### src/rtl/tone_pkg.sv
// Package: register map, field layout, reset values and structs for the buzzer tone generator
package tone_pkg;
    localparam logic [3:0]  ADDR_BUZZER_CONTROL  = 4'h0;
    localparam logic [3:0]  ADDR_TIME_BASE_CTRL  = 4'h4;
    localparam logic [3:0]  ADDR_PORT_A_DIR      = 4'h8;
    localparam logic [3:0]  ADDR_PORT_A_DATA     = 4'hc;

    localparam logic [7:0]  BUZZER_CONTROL_RESET = 8'h00;
    localparam logic [7:0]  TIME_BASE_RESET      = 8'h00;
    localparam logic [7:0]  PORT_DIR_RESET       = 8'hff;
    localparam logic [7:0]  PORT_DATA_RESET      = 8'h00;

    localparam int          FREQ_LSB             = 0;
    localparam int          FREQ_MSB             = 2;
    localparam int          FUNC_LSB             = 3;
    localparam int          FUNC_MSB             = 4;
    localparam logic [7:0]  BUZZER_CONTROL_MASK  = 8'h1f;
    localparam int          TB_ENABLE_BIT        = 7;
    localparam int          TB_SOURCE_BIT        = 6;
    localparam logic [7:0]  TIME_BASE_MASK       = 8'hc0;
    localparam int          LINE_SIX             = 6;
    localparam int          LINE_SEVEN           = 7;

    localparam logic [1:0]  FUNC_ALL_IO          = 2'h0;
    localparam logic [1:0]  FUNC_SINGLE          = 2'h1;
    localparam logic [1:0]  FUNC_RESERVED        = 2'h2;
    localparam logic [1:0]  FUNC_PAIR            = 2'h3;

    localparam logic [1:0]  SYS_DIVIDE_MAX       = 2'h3;
    localparam int          DIVIDER_WIDTH        = 9;
    localparam logic [3:0]  MIN_POWER            = 4'h2;
    localparam logic [1:0]  RESP_OKAY            = 2'h0;
    localparam logic [1:0]  RESP_SLVERR          = 2'h2;

    typedef struct packed {
        logic [7:0] out;
        logic [7:0] oe_n;
    } pin_drive_t;
endpackage

### src/rtl/buzzer_frequency_output.sv
// Buzzer tone generator with AXI4-Lite registers and shared port A pins
//
// Design decisions made here: the AXI4-Lite interface to the registers and the register offsets.
`timescale 1ns/10ps

// Functional notes
// - In pair mode, line seven drives the inverse of line six tone while line six is an output, else its own data bit.
// - Pin function 00 all I/O, 01 tone on six, 11 pair, 10 reserved.
// - Frequency code 000..111 divides time base clock by 2^2..2^9.
// - Divider advances on time base ticks, only while time base enable set.
// - Time base comes from slow oscillator or system clock divided by 4.
// - Pair mode with line six output: line six data high enables both outputs, low holds both low.
// - Pair mode: line seven data bit does not affect inverted tone pin.
// - Single mode: line six data gates tone; line seven stays ordinary I/O.
// - A line set as input stays input whatever pin function is chosen.
// - Upper three bits of buzzer control read as zero.
// - Time base enable is bit 7 of time base control; 1 enables.
module buzzer_frequency_output (
    input  wire logic        CLK,
    input  wire logic        RST,
    input  wire logic        LOW_SPEED_INTERNAL_OSC,
    input  wire logic [7:0]  PORT_A_IN,
    output logic      [7:0]  PORT_A_OUT,
    output logic      [7:0]  PORT_A_OE_N,
    output logic      [7:0]  PORT_A_PIN_STATE,
    input  wire logic [3:0]  S_AXI_AWADDR,
    input  wire logic        S_AXI_AWVALID,
    output logic             S_AXI_AWREADY,
    input  wire logic [31:0] S_AXI_WDATA,
    input  wire logic [3:0]  S_AXI_WSTRB,
    input  wire logic        S_AXI_WVALID,
    output logic             S_AXI_WREADY,
    output logic      [1:0]  S_AXI_BRESP,
    output logic             S_AXI_BVALID,
    input  wire logic        S_AXI_BREADY,
    input  wire logic [3:0]  S_AXI_ARADDR,
    input  wire logic        S_AXI_ARVALID,
    output logic             S_AXI_ARREADY,
    output logic      [31:0] S_AXI_RDATA,
    output logic      [1:0]  S_AXI_RRESP,
    output logic             S_AXI_RVALID,
    input  wire logic        S_AXI_RREADY
);

    function automatic logic mapped(input logic [3:0] a);
        if (a == tone_pkg::ADDR_BUZZER_CONTROL) begin
            return 1'b1;
        end else if (a == tone_pkg::ADDR_TIME_BASE_CTRL) begin
            return 1'b1;
        end else if (a == tone_pkg::ADDR_PORT_A_DIR) begin
            return 1'b1;
        end else if (a == tone_pkg::ADDR_PORT_A_DATA) begin
            return 1'b1;
        end else begin
            return 1'b0;
        end
    endfunction

    logic [7:0]  buzzer_control_reg;
    logic [7:0]  time_base_reg;
    logic [7:0]  port_a_direction_reg;
    logic [7:0]  port_a_output_data_reg;
    logic [3:0]  awaddr_reg;
    logic        aw_held_reg;
    logic        awready_reg;
    logic [7:0]  wdata_reg;
    logic        wstrb0_reg;
    logic        w_held_reg;
    logic        wready_reg;
    logic        bvalid_reg;
    logic [1:0]  bresp_reg;
    logic        arready_reg;
    logic        rvalid_reg;
    logic [31:0] rdata_reg;
    logic [1:0]  rresp_reg;
    logic [2:0]  osc_sync_reg;
    logic [7:0]  pin_sync1_reg;
    logic [7:0]  pin_sync2_reg;
    logic [7:0]  pin_sync3_reg;
    logic [7:0]  pin_state_reg;
    logic [1:0]  sys_div_reg;
    logic        tb_tick;
    logic [8:0]  divider_reg;
    logic        tone_reg;
    logic [3:0]  power;
    logic        half_period_done;
    logic [1:0]  pin_function_select;
    logic [2:0]  tone_divider_select;
    logic        time_base_enable;
    logic        dir_line_six;
    logic        dir_line_seven;
    logic        do_write;
    tone_pkg::pin_drive_t drive_next;
    tone_pkg::pin_drive_t drive_reg;

    assign pin_function_select = buzzer_control_reg[tone_pkg::FUNC_MSB:tone_pkg::FUNC_LSB];
    assign tone_divider_select = buzzer_control_reg[tone_pkg::FREQ_MSB:tone_pkg::FREQ_LSB];
    assign time_base_enable    = time_base_reg[tone_pkg::TB_ENABLE_BIT];
    assign dir_line_six        = port_a_direction_reg[tone_pkg::LINE_SIX];
    assign dir_line_seven      = port_a_direction_reg[tone_pkg::LINE_SEVEN];

    // AXI4-Lite write channel: address and data taken in either order
    assign do_write = aw_held_reg && w_held_reg && !bvalid_reg;

    always_ff @(posedge CLK) begin
        if (RST) begin
            aw_held_reg <= 1'b0;
            awready_reg <= 1'b1;
            awaddr_reg  <= 4'h0;
        end else if (S_AXI_AWVALID && !aw_held_reg) begin
            aw_held_reg <= 1'b1;
            awready_reg <= 1'b0;
            awaddr_reg  <= S_AXI_AWADDR;
        end else if (do_write) begin
            aw_held_reg <= 1'b0;
            awready_reg <= 1'b1;
        end
    end

    always_ff @(posedge CLK) begin
        if (RST) begin
            w_held_reg <= 1'b0;
            wready_reg <= 1'b1;
            wdata_reg  <= 8'h00;
            wstrb0_reg <= 1'b0;
        end else if (S_AXI_WVALID && !w_held_reg) begin
            w_held_reg <= 1'b1;
            wready_reg <= 1'b0;
            wdata_reg  <= S_AXI_WDATA[7:0];
            wstrb0_reg <= S_AXI_WSTRB[0];
        end else if (do_write) begin
            w_held_reg <= 1'b0;
            wready_reg <= 1'b1;
        end
    end

    always_ff @(posedge CLK) begin
        if (RST) begin
            bvalid_reg <= 1'b0;
            bresp_reg  <= tone_pkg::RESP_OKAY;
        end else if (do_write) begin
            bvalid_reg <= 1'b1;
            bresp_reg  <= mapped(awaddr_reg) ? tone_pkg::RESP_OKAY : tone_pkg::RESP_SLVERR;
        end else if (S_AXI_BREADY) begin
            bvalid_reg <= 1'b0;
        end
    end

    always_ff @(posedge CLK) begin
        if (RST) begin
            buzzer_control_reg     <= tone_pkg::BUZZER_CONTROL_RESET;
            time_base_reg          <= tone_pkg::TIME_BASE_RESET;
            port_a_direction_reg   <= tone_pkg::PORT_DIR_RESET;
            port_a_output_data_reg <= tone_pkg::PORT_DATA_RESET;
        end else if (do_write && wstrb0_reg) begin
            if (awaddr_reg == tone_pkg::ADDR_BUZZER_CONTROL) begin
                buzzer_control_reg <= wdata_reg & tone_pkg::BUZZER_CONTROL_MASK;
            end else if (awaddr_reg == tone_pkg::ADDR_TIME_BASE_CTRL) begin
                time_base_reg <= wdata_reg & tone_pkg::TIME_BASE_MASK;
            end else if (awaddr_reg == tone_pkg::ADDR_PORT_A_DIR) begin
                port_a_direction_reg <= wdata_reg;
            end else if (awaddr_reg == tone_pkg::ADDR_PORT_A_DATA) begin
                port_a_output_data_reg <= wdata_reg;
            end
        end
    end

    // AXI4-Lite read channel
    always_ff @(posedge CLK) begin
        if (RST) begin
            arready_reg <= 1'b1;
            rvalid_reg  <= 1'b0;
            rdata_reg   <= 32'h0;
            rresp_reg   <= tone_pkg::RESP_OKAY;
        end else if (S_AXI_ARVALID && arready_reg) begin
            // Address is taken first; read data follows on the next cycle
            arready_reg <= 1'b0;
            rvalid_reg  <= 1'b1;
            rresp_reg   <= tone_pkg::RESP_OKAY;
            if (S_AXI_ARADDR == tone_pkg::ADDR_BUZZER_CONTROL) begin
                rdata_reg <= {24'h0, buzzer_control_reg};
            end else if (S_AXI_ARADDR == tone_pkg::ADDR_TIME_BASE_CTRL) begin
                rdata_reg <= {24'h0, time_base_reg};
            end else if (S_AXI_ARADDR == tone_pkg::ADDR_PORT_A_DIR) begin
                rdata_reg <= {24'h0, port_a_direction_reg};
            end else if (S_AXI_ARADDR == tone_pkg::ADDR_PORT_A_DATA) begin
                rdata_reg <= {24'h0, pin_state_reg};
            end else begin
                rdata_reg <= 32'h0;
                rresp_reg <= tone_pkg::RESP_SLVERR;
            end
        end else if (rvalid_reg && S_AXI_RREADY) begin
            arready_reg <= 1'b1;
            rvalid_reg  <= 1'b0;
        end
    end

    // Slow oscillator and pin inputs through three flops
    always_ff @(posedge CLK) begin
        if (RST) begin
            osc_sync_reg  <= 3'h0;
            pin_sync1_reg <= 8'h00;
            pin_sync2_reg <= 8'h00;
            pin_sync3_reg <= 8'h00;
            pin_state_reg <= 8'h00;
        end else begin
            osc_sync_reg  <= {osc_sync_reg[1:0], LOW_SPEED_INTERNAL_OSC};
            pin_sync1_reg <= PORT_A_IN;
            pin_sync2_reg <= pin_sync1_reg;
            pin_sync3_reg <= pin_sync2_reg;
            for (int i = 0; i < 8; i++) begin
                if (pin_sync2_reg[i] == pin_sync3_reg[i]) begin
                    pin_state_reg[i] <= pin_sync3_reg[i];
                end
            end
        end
    end

    // Time base tick source
    always_ff @(posedge CLK) begin
        if (RST) begin
            sys_div_reg <= 2'h0;
        end else begin
            sys_div_reg <= sys_div_reg + 2'h1;
        end
    end

    always_comb begin
        if (time_base_reg[tone_pkg::TB_SOURCE_BIT]) begin
            tb_tick = (sys_div_reg == tone_pkg::SYS_DIVIDE_MAX);
        end else begin
            tb_tick = osc_sync_reg[1] && !osc_sync_reg[2];
        end
    end

    // Tone divider: half period of 2^(code+1) time base ticks
    assign power = {1'b0, tone_divider_select} + tone_pkg::MIN_POWER - 4'h1;
    assign half_period_done = (divider_reg == 9'((10'h1 << power) - 10'h1));

    always_ff @(posedge CLK) begin
        if (RST) begin
            divider_reg <= 9'h0;
            tone_reg    <= 1'b0;
        end else if (!time_base_enable) begin
            divider_reg <= 9'h0;
            tone_reg    <= 1'b0;
        end else if (tb_tick) begin
            if (half_period_done || divider_reg > 9'((10'h1 << power) - 10'h1)) begin
                divider_reg <= 9'h0;
                tone_reg    <= !tone_reg;
            end else begin
                divider_reg <= divider_reg + 9'h1;
            end
        end
    end

    // Pin drive: output enable low while driving
    always_comb begin
        drive_next.out  = port_a_output_data_reg;
        drive_next.oe_n = port_a_direction_reg;
        case (pin_function_select)
            tone_pkg::FUNC_SINGLE: begin
                drive_next.out[tone_pkg::LINE_SIX] =
                    tone_reg && port_a_output_data_reg[tone_pkg::LINE_SIX];
            end
            tone_pkg::FUNC_PAIR: begin
                drive_next.out[tone_pkg::LINE_SIX] =
                    tone_reg && port_a_output_data_reg[tone_pkg::LINE_SIX];
                // Line six as input leaves line seven as a plain data output
                if (dir_line_six) begin
                    drive_next.out[tone_pkg::LINE_SEVEN] =
                        port_a_output_data_reg[tone_pkg::LINE_SEVEN];
                end else begin
                    drive_next.out[tone_pkg::LINE_SEVEN] =
                        !tone_reg && port_a_output_data_reg[tone_pkg::LINE_SIX];
                end
            end
            default: begin
                drive_next.out = port_a_output_data_reg;
            end
        endcase
        if (dir_line_six) begin
            drive_next.oe_n[tone_pkg::LINE_SIX] = 1'b1;
        end
        if (dir_line_seven) begin
            drive_next.oe_n[tone_pkg::LINE_SEVEN] = 1'b1;
        end
    end

    always_ff @(posedge CLK) begin
        if (RST) begin
            drive_reg.out  <= tone_pkg::PORT_DATA_RESET;
            drive_reg.oe_n <= tone_pkg::PORT_DIR_RESET;
        end else begin
            drive_reg <= drive_next;
        end
    end

    assign PORT_A_OUT       = drive_reg.out;
    assign PORT_A_OE_N      = drive_reg.oe_n;
    assign PORT_A_PIN_STATE = pin_state_reg;
    assign S_AXI_AWREADY    = awready_reg;
    assign S_AXI_WREADY     = wready_reg;
    assign S_AXI_BVALID     = bvalid_reg;
    assign S_AXI_BRESP      = bresp_reg;
    assign S_AXI_ARREADY    = arready_reg;
    assign S_AXI_RVALID     = rvalid_reg;
    assign S_AXI_RDATA      = rdata_reg;
    assign S_AXI_RRESP      = rresp_reg;

endmodule

### config.mk
export PLATFORM = sky130hd
export DESIGN_NAME = buzzer_frequency_output
export DESIGN_NICKNAME = d
export VERILOG_FILES = /design/src/rtl/tone_pkg.sv /design/src/rtl/buzzer_frequency_output.sv
export SDC_FILE = /design/constraint.sdc
export NUM_CORES = 1
export LEC_CHECK = 0
export ABC_CLOCK_PERIOD_IN_PS = 3450
export BUFFER_PORTS_ARGS = -buffer_cell sky130_fd_sc_hd__buf_2
export CAP_MARGIN = 15
export CORE_ASPECT_RATIO = 1.5
export CORE_UTILIZATION = 50
export DETAILED_ROUTE_END_ITERATION = 7
export PLACE_DENSITY = 0.77
export RECOVER_POWER = 100
export SYNTH_ARGS = -nofsm -noshare
export SYNTH_HDL_FRONTEND = slang
export SYNTH_SLANG_ARGS = --single-unit
### constraint.sdc
create_clock -name CLK -period 3.45 [get_ports CLK]
set_input_delay 0 -clock CLK [delete_from_list [all_inputs] [get_ports CLK]]
set_output_delay 0 -clock CLK [all_outputs]
set_load 0.02 [all_outputs]
; Word-level counts from Yosys, hierarchy flattened
; Cells that the tools add are included.
[totals]
ff_bits = 142
output_inout_bits = 65
word_cells = 126
[classes]
addsub = 5
magnitude_cmp = 1
eq_ne = 18
shift = 1
mux = 34
bitwise = 4
reduce_logical = 29
[op_table]
columns = operator, n
row1 = 2-to-1 mux 8 bit, 4
row2 = 2-to-1 mux 1 bit, 24
row3 = == test 4 bit (second input constant), 4
row4 = logical AND 1 bit, 10
row5 = 2-to-1 mux 2 bit, 5
row6 = adder 9 x 1 -> 9 bit (second input constant), 1
row7 = == test 9 bit, 1
row8 = > comparator 9 bit, 1
row9 = 2-to-1 mux 9 bit, 1
row10 = << shifter 1 x 4 -> 9 bit (first input constant), 1
row11 = subtractor 9 x 1 -> 9 bit (second input constant), 1
row12 = == test 1 bit, 8
row13 = == test 4 x 3 -> 1 bit (second input constant), 2
row14 = zero test 4 bit, 2
row15 = nonzero test 2 bit, 4
row16 = zero test 1 bit, 5
row17 = AND reduction 5 bit, 1
row18 = adder 3 x 2 -> 4 bit (second input constant), 1
row19 = == test 2 bit (second input constant), 2
row20 = inverter 1 bit, 4
row21 = AND reduction 2 bit, 2
row22 = AND reduction 4 bit, 1
row23 = OR reduction 2 bit, 2
row24 = subtractor 4 x 1 -> 4 bit (second input constant), 1
row25 = other kinds (4), 4

; Longest topological paths before layout
[depth]
ltp_word = 8
ltp_mapped = 14
mapped_depth_nobuf = 12

; Worst setup path after synthesis
; No wires, ideal clock.
[synth_path]
kind = flip-flop to flip-flop
start = register buzzer_control_reg[0]
end = register divider_reg[5]
setup_time_ns = 0.074
arrival_time_ns = 2.647
required_ns = 3.376
path_slack_ns = 0.729
path_stages_with_launch = 14
period_less_slack_ns = 2.721
path_cell_list = dfxtp_1 or3_1 ha_1 buf_2 nor2_1 a21oi_1 nor2_1 a31oi_1 ha_1 a211oi_2 o21bai_1 a211oi_2 or4b_1 a31oi_1
[synth_between]
elab_chain_len = 7
word_cells_on_any_way = 8
cone_classes = 3 x add/sub / 1 x order compare / 1 x eq/ne / 1 x shift / 1 x mux / 1 x reduce/logical
[synth_lines]
columns = item, line
row1 = from (decl), buzzer_frequency_output.sv:59  ; logic [7:0] buzzer_control_reg;
row2 = from (signal assigned), buzzer_frequency_output.sv:151  ; buzzer_control_reg <= tone_pkg::BUZZER_CONTROL_RESET;
row3 = from (signal assigned), buzzer_frequency_output.sv:157  ; buzzer_control_reg <= wdata_reg & tone_pkg::BUZZER_CONTROL_MASK;
row4 = adder 3 x 2 -> 4 bit (*), buzzer_frequency_output.sv:237  ; assign power = {1'b0, tone_divider_select} + tone_pkg::MIN_POWER - 4'h1;
row5 = subtractor 4 x 1 -> 4 bit (*), buzzer_frequency_output.sv:237
row6 = << shifter 1 x 4 -> 9 bit (*), "buzzer_frequency_output.sv:238, buzzer_frequency_output.sv:248"
row7 = subtractor 9 x 1 -> 9 bit (*), "buzzer_frequency_output.sv:238, buzzer_frequency_output.sv:248"
row8 = > comparator 9 bit or == test 9 bit (tied branches), "buzzer_frequency_output.sv:248, buzzer_frequency_output.sv:238"
row9 = logical OR 1 bit (*), buzzer_frequency_output.sv:248  ; if (half_period_done || divider_reg > 9'((10'h1 << power) - 10'h1)) begin
row10 = 2-to-1 mux 9 bit (*), buzzer_frequency_output.sv:248
row11 = to (signal assigned), buzzer_frequency_output.sv:252  ; divider_reg <= divider_reg + 9'h1;
row12 = to (decl), buzzer_frequency_output.sv:83  ; logic [8:0] divider_reg;
; Mark *: on every way between the ends. The rest lies on a longest branch, timed or not.
; A chain may end at the register's enable or synchronous reset.

; Final worst setup path
[layout_path]
start = register buzzer_control_reg[1]
end = register divider_reg[3]
; The elaborated chain is that of the path after synthesis.

==> impl_metrics.ini <==
[status]
status = finished with violations
failed_checks = capacitance limit, slew limit

[power_and_ir_drop]
switching_share_pct = 22.0
p_leak_nw = 2.23
pwr-share-seq_pct = 41.6
netSwitchingPower_mw = 0.742
clock_group_share_of_total_power_pct = 52.8
cellInternalPower_mw = 2.62
vdd_drop_max_mv = 0.381
power.combinational.fraction_pct = 5.6
power_density_nw_per_um2 = 590

[layout]
finish.utilization_pct = 64.2
largest_reg_flops = 9
final_cells = 712
layout_commonest_cell = sky130_fd_sc_hd__dfxtp_1
final_cell_mix = 116 x sky130_fd_sc_hd__dfxtp_1, 58 x sky130_fd_sc_hd__nand2_1, 45 x sky130_fd_sc_hd__nor2_1
layout-drive-gt1-share_pct = 12.6
fillerInstances = 690
fin_nets = 660
area_growth_syn_to_layout_pct = 24.4

[worst_setup_path]
worst_path_dominant_cell_family = compound AO/OA/AOI/OAI gates
r2r_cells = 11
crit_arrival_ns = 3.48
cp.buffers_inverters = 0
crit_path_start_kind = flip-flop
worst_setup_path_end_kind = flip-flop
worstSetupPathDepth = 11
max_stage_delay_ns = 0.46
critical_path_cell_sequence = or3_1 -> ha_1 -> a21oi_1 -> nor2_1 -> a31oi_1 -> ha_1 -> a211oi_1 -> o21bai_1 -> a211oi_2 -> or4b_1 -> a31oi_1
worst-setup-path-type = flip-flop to flip-flop
worst_ep_required_time_ns = 3.78
critical_path_peak_fanout = 11
slowest_stage = sky130_fd_sc_hd__or4b_1

[die]
core_area_um2 = 8880
std_cell_rows = 42
die_outline_area_um2 = 9560
die-height_um = 119
floorplan.initialDensity_pct = 51.6
num_io_pins = 125
chipWidth_um = 80.2

[flow_run]
cap_violations = 1

[detailed_routing]
drt_pre_antenna_iters = 4
drtAntennaViolNets = 0
via_count = 3643
detail_route.drc_violations = 0
vias_per_cell = 5.12
wl_per_cell_um = 13.8
drt_wl_total_um = 9820
drtIter0Drc = 206

[sta]
setup-tns-final_ns = 0
final_report_hold_violation_count = 0
rsz0062_at_grt = false
number_of_pins_with_negative_max_slew_slack_in_the_final_report = 76
final-setup-viol-count = 0
tightestPinTransition_ns = 2.91
slew-limit-headroom_pct = -94.0
final.setup_skew_ns = 0.00524
layout_min_cycle_time_ns = 3.16
holdWs_ns = 0.0430
fmax_mhz = 317
layout_worst_path_cycle_share_pct = 91.5
layout_setup_ws_ns = 0.294

[clocking]
postCtsSetupRepairBufs = 0
cts_buffers = 17
post_cts_hold_buffer_count = 27
cts_repair_resize_count = 0
clk_path_buf_depth = 2
ctsHtreeMaxLevel = 4
numClockSinks = 116
path_clk_slew_ns = 0.05
cts_tree = built
root_buf_cell = sky130_fd_sc_hd__clkbuf_16
clk-insertion-delay-late_ns = 0.40

[global_route]
global_route.usage.met1_pct = 22.3
grt_use_met3_pct = 6.90
pin_count_of_the_biggest_net_entering_global_routing = 76
globalRoute.busiestLayer = met2
grt_pass1_wl_um = 15500
global_route.usage.total_pct = 21.5
grt_antenna_before_repair = 1
grt.met2_usage_pct = 38.0
via_count_of_the_first_global_routing_pass = 3377
grt_overflow = 0

[synthesis]
yosys_warnings = 0
netlist.area_leader.share_pct = 50.7
ys_seq_area_share_pct = 50.7
syn_inst = 494
synth.top_cells.by_area = sky130_fd_sc_hd__dfxtp_1 51%, sky130_fd_sc_hd__nor2b_1 5.5%, sky130_fd_sc_hd__nand2_1 4.8%
top_cell_type_by_total_area_after_synthesis = sky130_fd_sc_hd__dfxtp_1
synthesis.area_per_instance_um2 = 9.28
mappedNetlistArea_um2 = 4580
synth_edf_count = 0
synth.lib_cells_used.distinct = 46
synth-main-ff-cell = sky130_fd_sc_hd__dfxtp_1
synth.ff_latch_count = 116
async_reset_ff_share_pct = 0

[placement]
io_buffer_count = 71
place_ws_ns = 0.322
gp_congestion = 0.760
place.detailed.instances = 652
place.detailed.hpwl_um = 6260

[hold_path]
worst_hold_path_type = input pin to flip-flop
whs_path_depth = 3
## power by group through the flow
stage	registers (mW)	clock network [mW]	logic [mW]
6_report	1.40	1.78	0.190
5_1_grt	1.40	1.86	0.206
4_1_cts	1.40	1.79	0.188
3_5_place_dp	1.43	0	0.162
3_3_place_gp	1.42	0	0.159
2_1_floorplan	1.43	0	0.134
## per-layer routing
layer	part of all wire (%)	vias to the layer above	wire length [µm]
li1	-	1801	-
met1	40	1696	3930
met3	4.3	26	427
met2	53	120	5210
met4	2.5	0	250
met5	0	-	0
## final timing paths
path / slack [ns] / endpoint / start
max reg2reg: 0.29 / divider_reg[3] / buzzer_control_reg[1]
max: 0.29 / divider_reg[3] / buzzer_control_reg[1]
min: 0.04 / S_AXI_RRESP[1] / S_AXI_ARADDR[0]
min reg2reg: 0.43 / pin_sync2_reg[3] / pin_sync1_reg[3]
## stage by stage
step                      total power, mW  instance area, µm²
final                                3.36                5700
after global routing                 3.47                5700
after floorplan                      1.56                4680
after CTS                            3.38                5780
after detailed placement             1.59                4900
after global placement               1.58                4900
## worst reg2reg max path, cell delays in order (launching register included)
cell	delay (ns)
sky130_fd_sc_hd__dfxtp_1	0.41
sky130_fd_sc_hd__or3_1	0.40
sky130_fd_sc_hd__ha_1	0.29
sky130_fd_sc_hd__a21oi_1	0.17
sky130_fd_sc_hd__nor2_1	0.07
sky130_fd_sc_hd__a31oi_1	0.20
sky130_fd_sc_hd__ha_1	0.29
sky130_fd_sc_hd__a211oi_1	0.24
sky130_fd_sc_hd__o21bai_1	0.12
sky130_fd_sc_hd__a211oi_2	0.26
sky130_fd_sc_hd__or4b_1	0.46
sky130_fd_sc_hd__a31oi_1	0.17
## layout make-up
type                    instances  area [µm²]  area share, %
repair buffers                101         596           10.4
multi-input cells             340        1990           34.9
flip-flops and latches        116        2320           40.7
clock buffers                  20         457           8.01
diodes                          1        2.50         0.0439
clock inverters                12         155           2.72
well taps                     110         138           2.41
inverters                      12        45.0          0.790
## cells in the mapped netlist, drive strengths merged, types with 2 or more instances
library cell,instances
dfxtp,116
nand2,58
nor2,45
nor2b,40
a21oi,38
buf,34
clkbuf,18
o21ai,14
ha,12
inv,12
mux2i,11
mux2,9
a211o,8
or2,8
a22o,7
a22oi,7
nand3,7
nor3b,6
a31oi,4
nand3b,4
a211oi,3
nand2b,3
nor3,3
o21bai,3
xnor2,3
a21o,2
a32oi,2
and3,2
conb,2
nand4,2
o21a,2
or3,2
or4b,2
## kinds of logic after synthesis
group           synth area share, %
xor+xnor                      0.765
mux                            4.61
compound gates                 12.6
simple gates                   20.4
other cells                   0.164
flops                          50.7
buf+inv                        7.51
fa+ha+maj                      3.28
No activity file was read; power rests on OpenSTA's default activity.
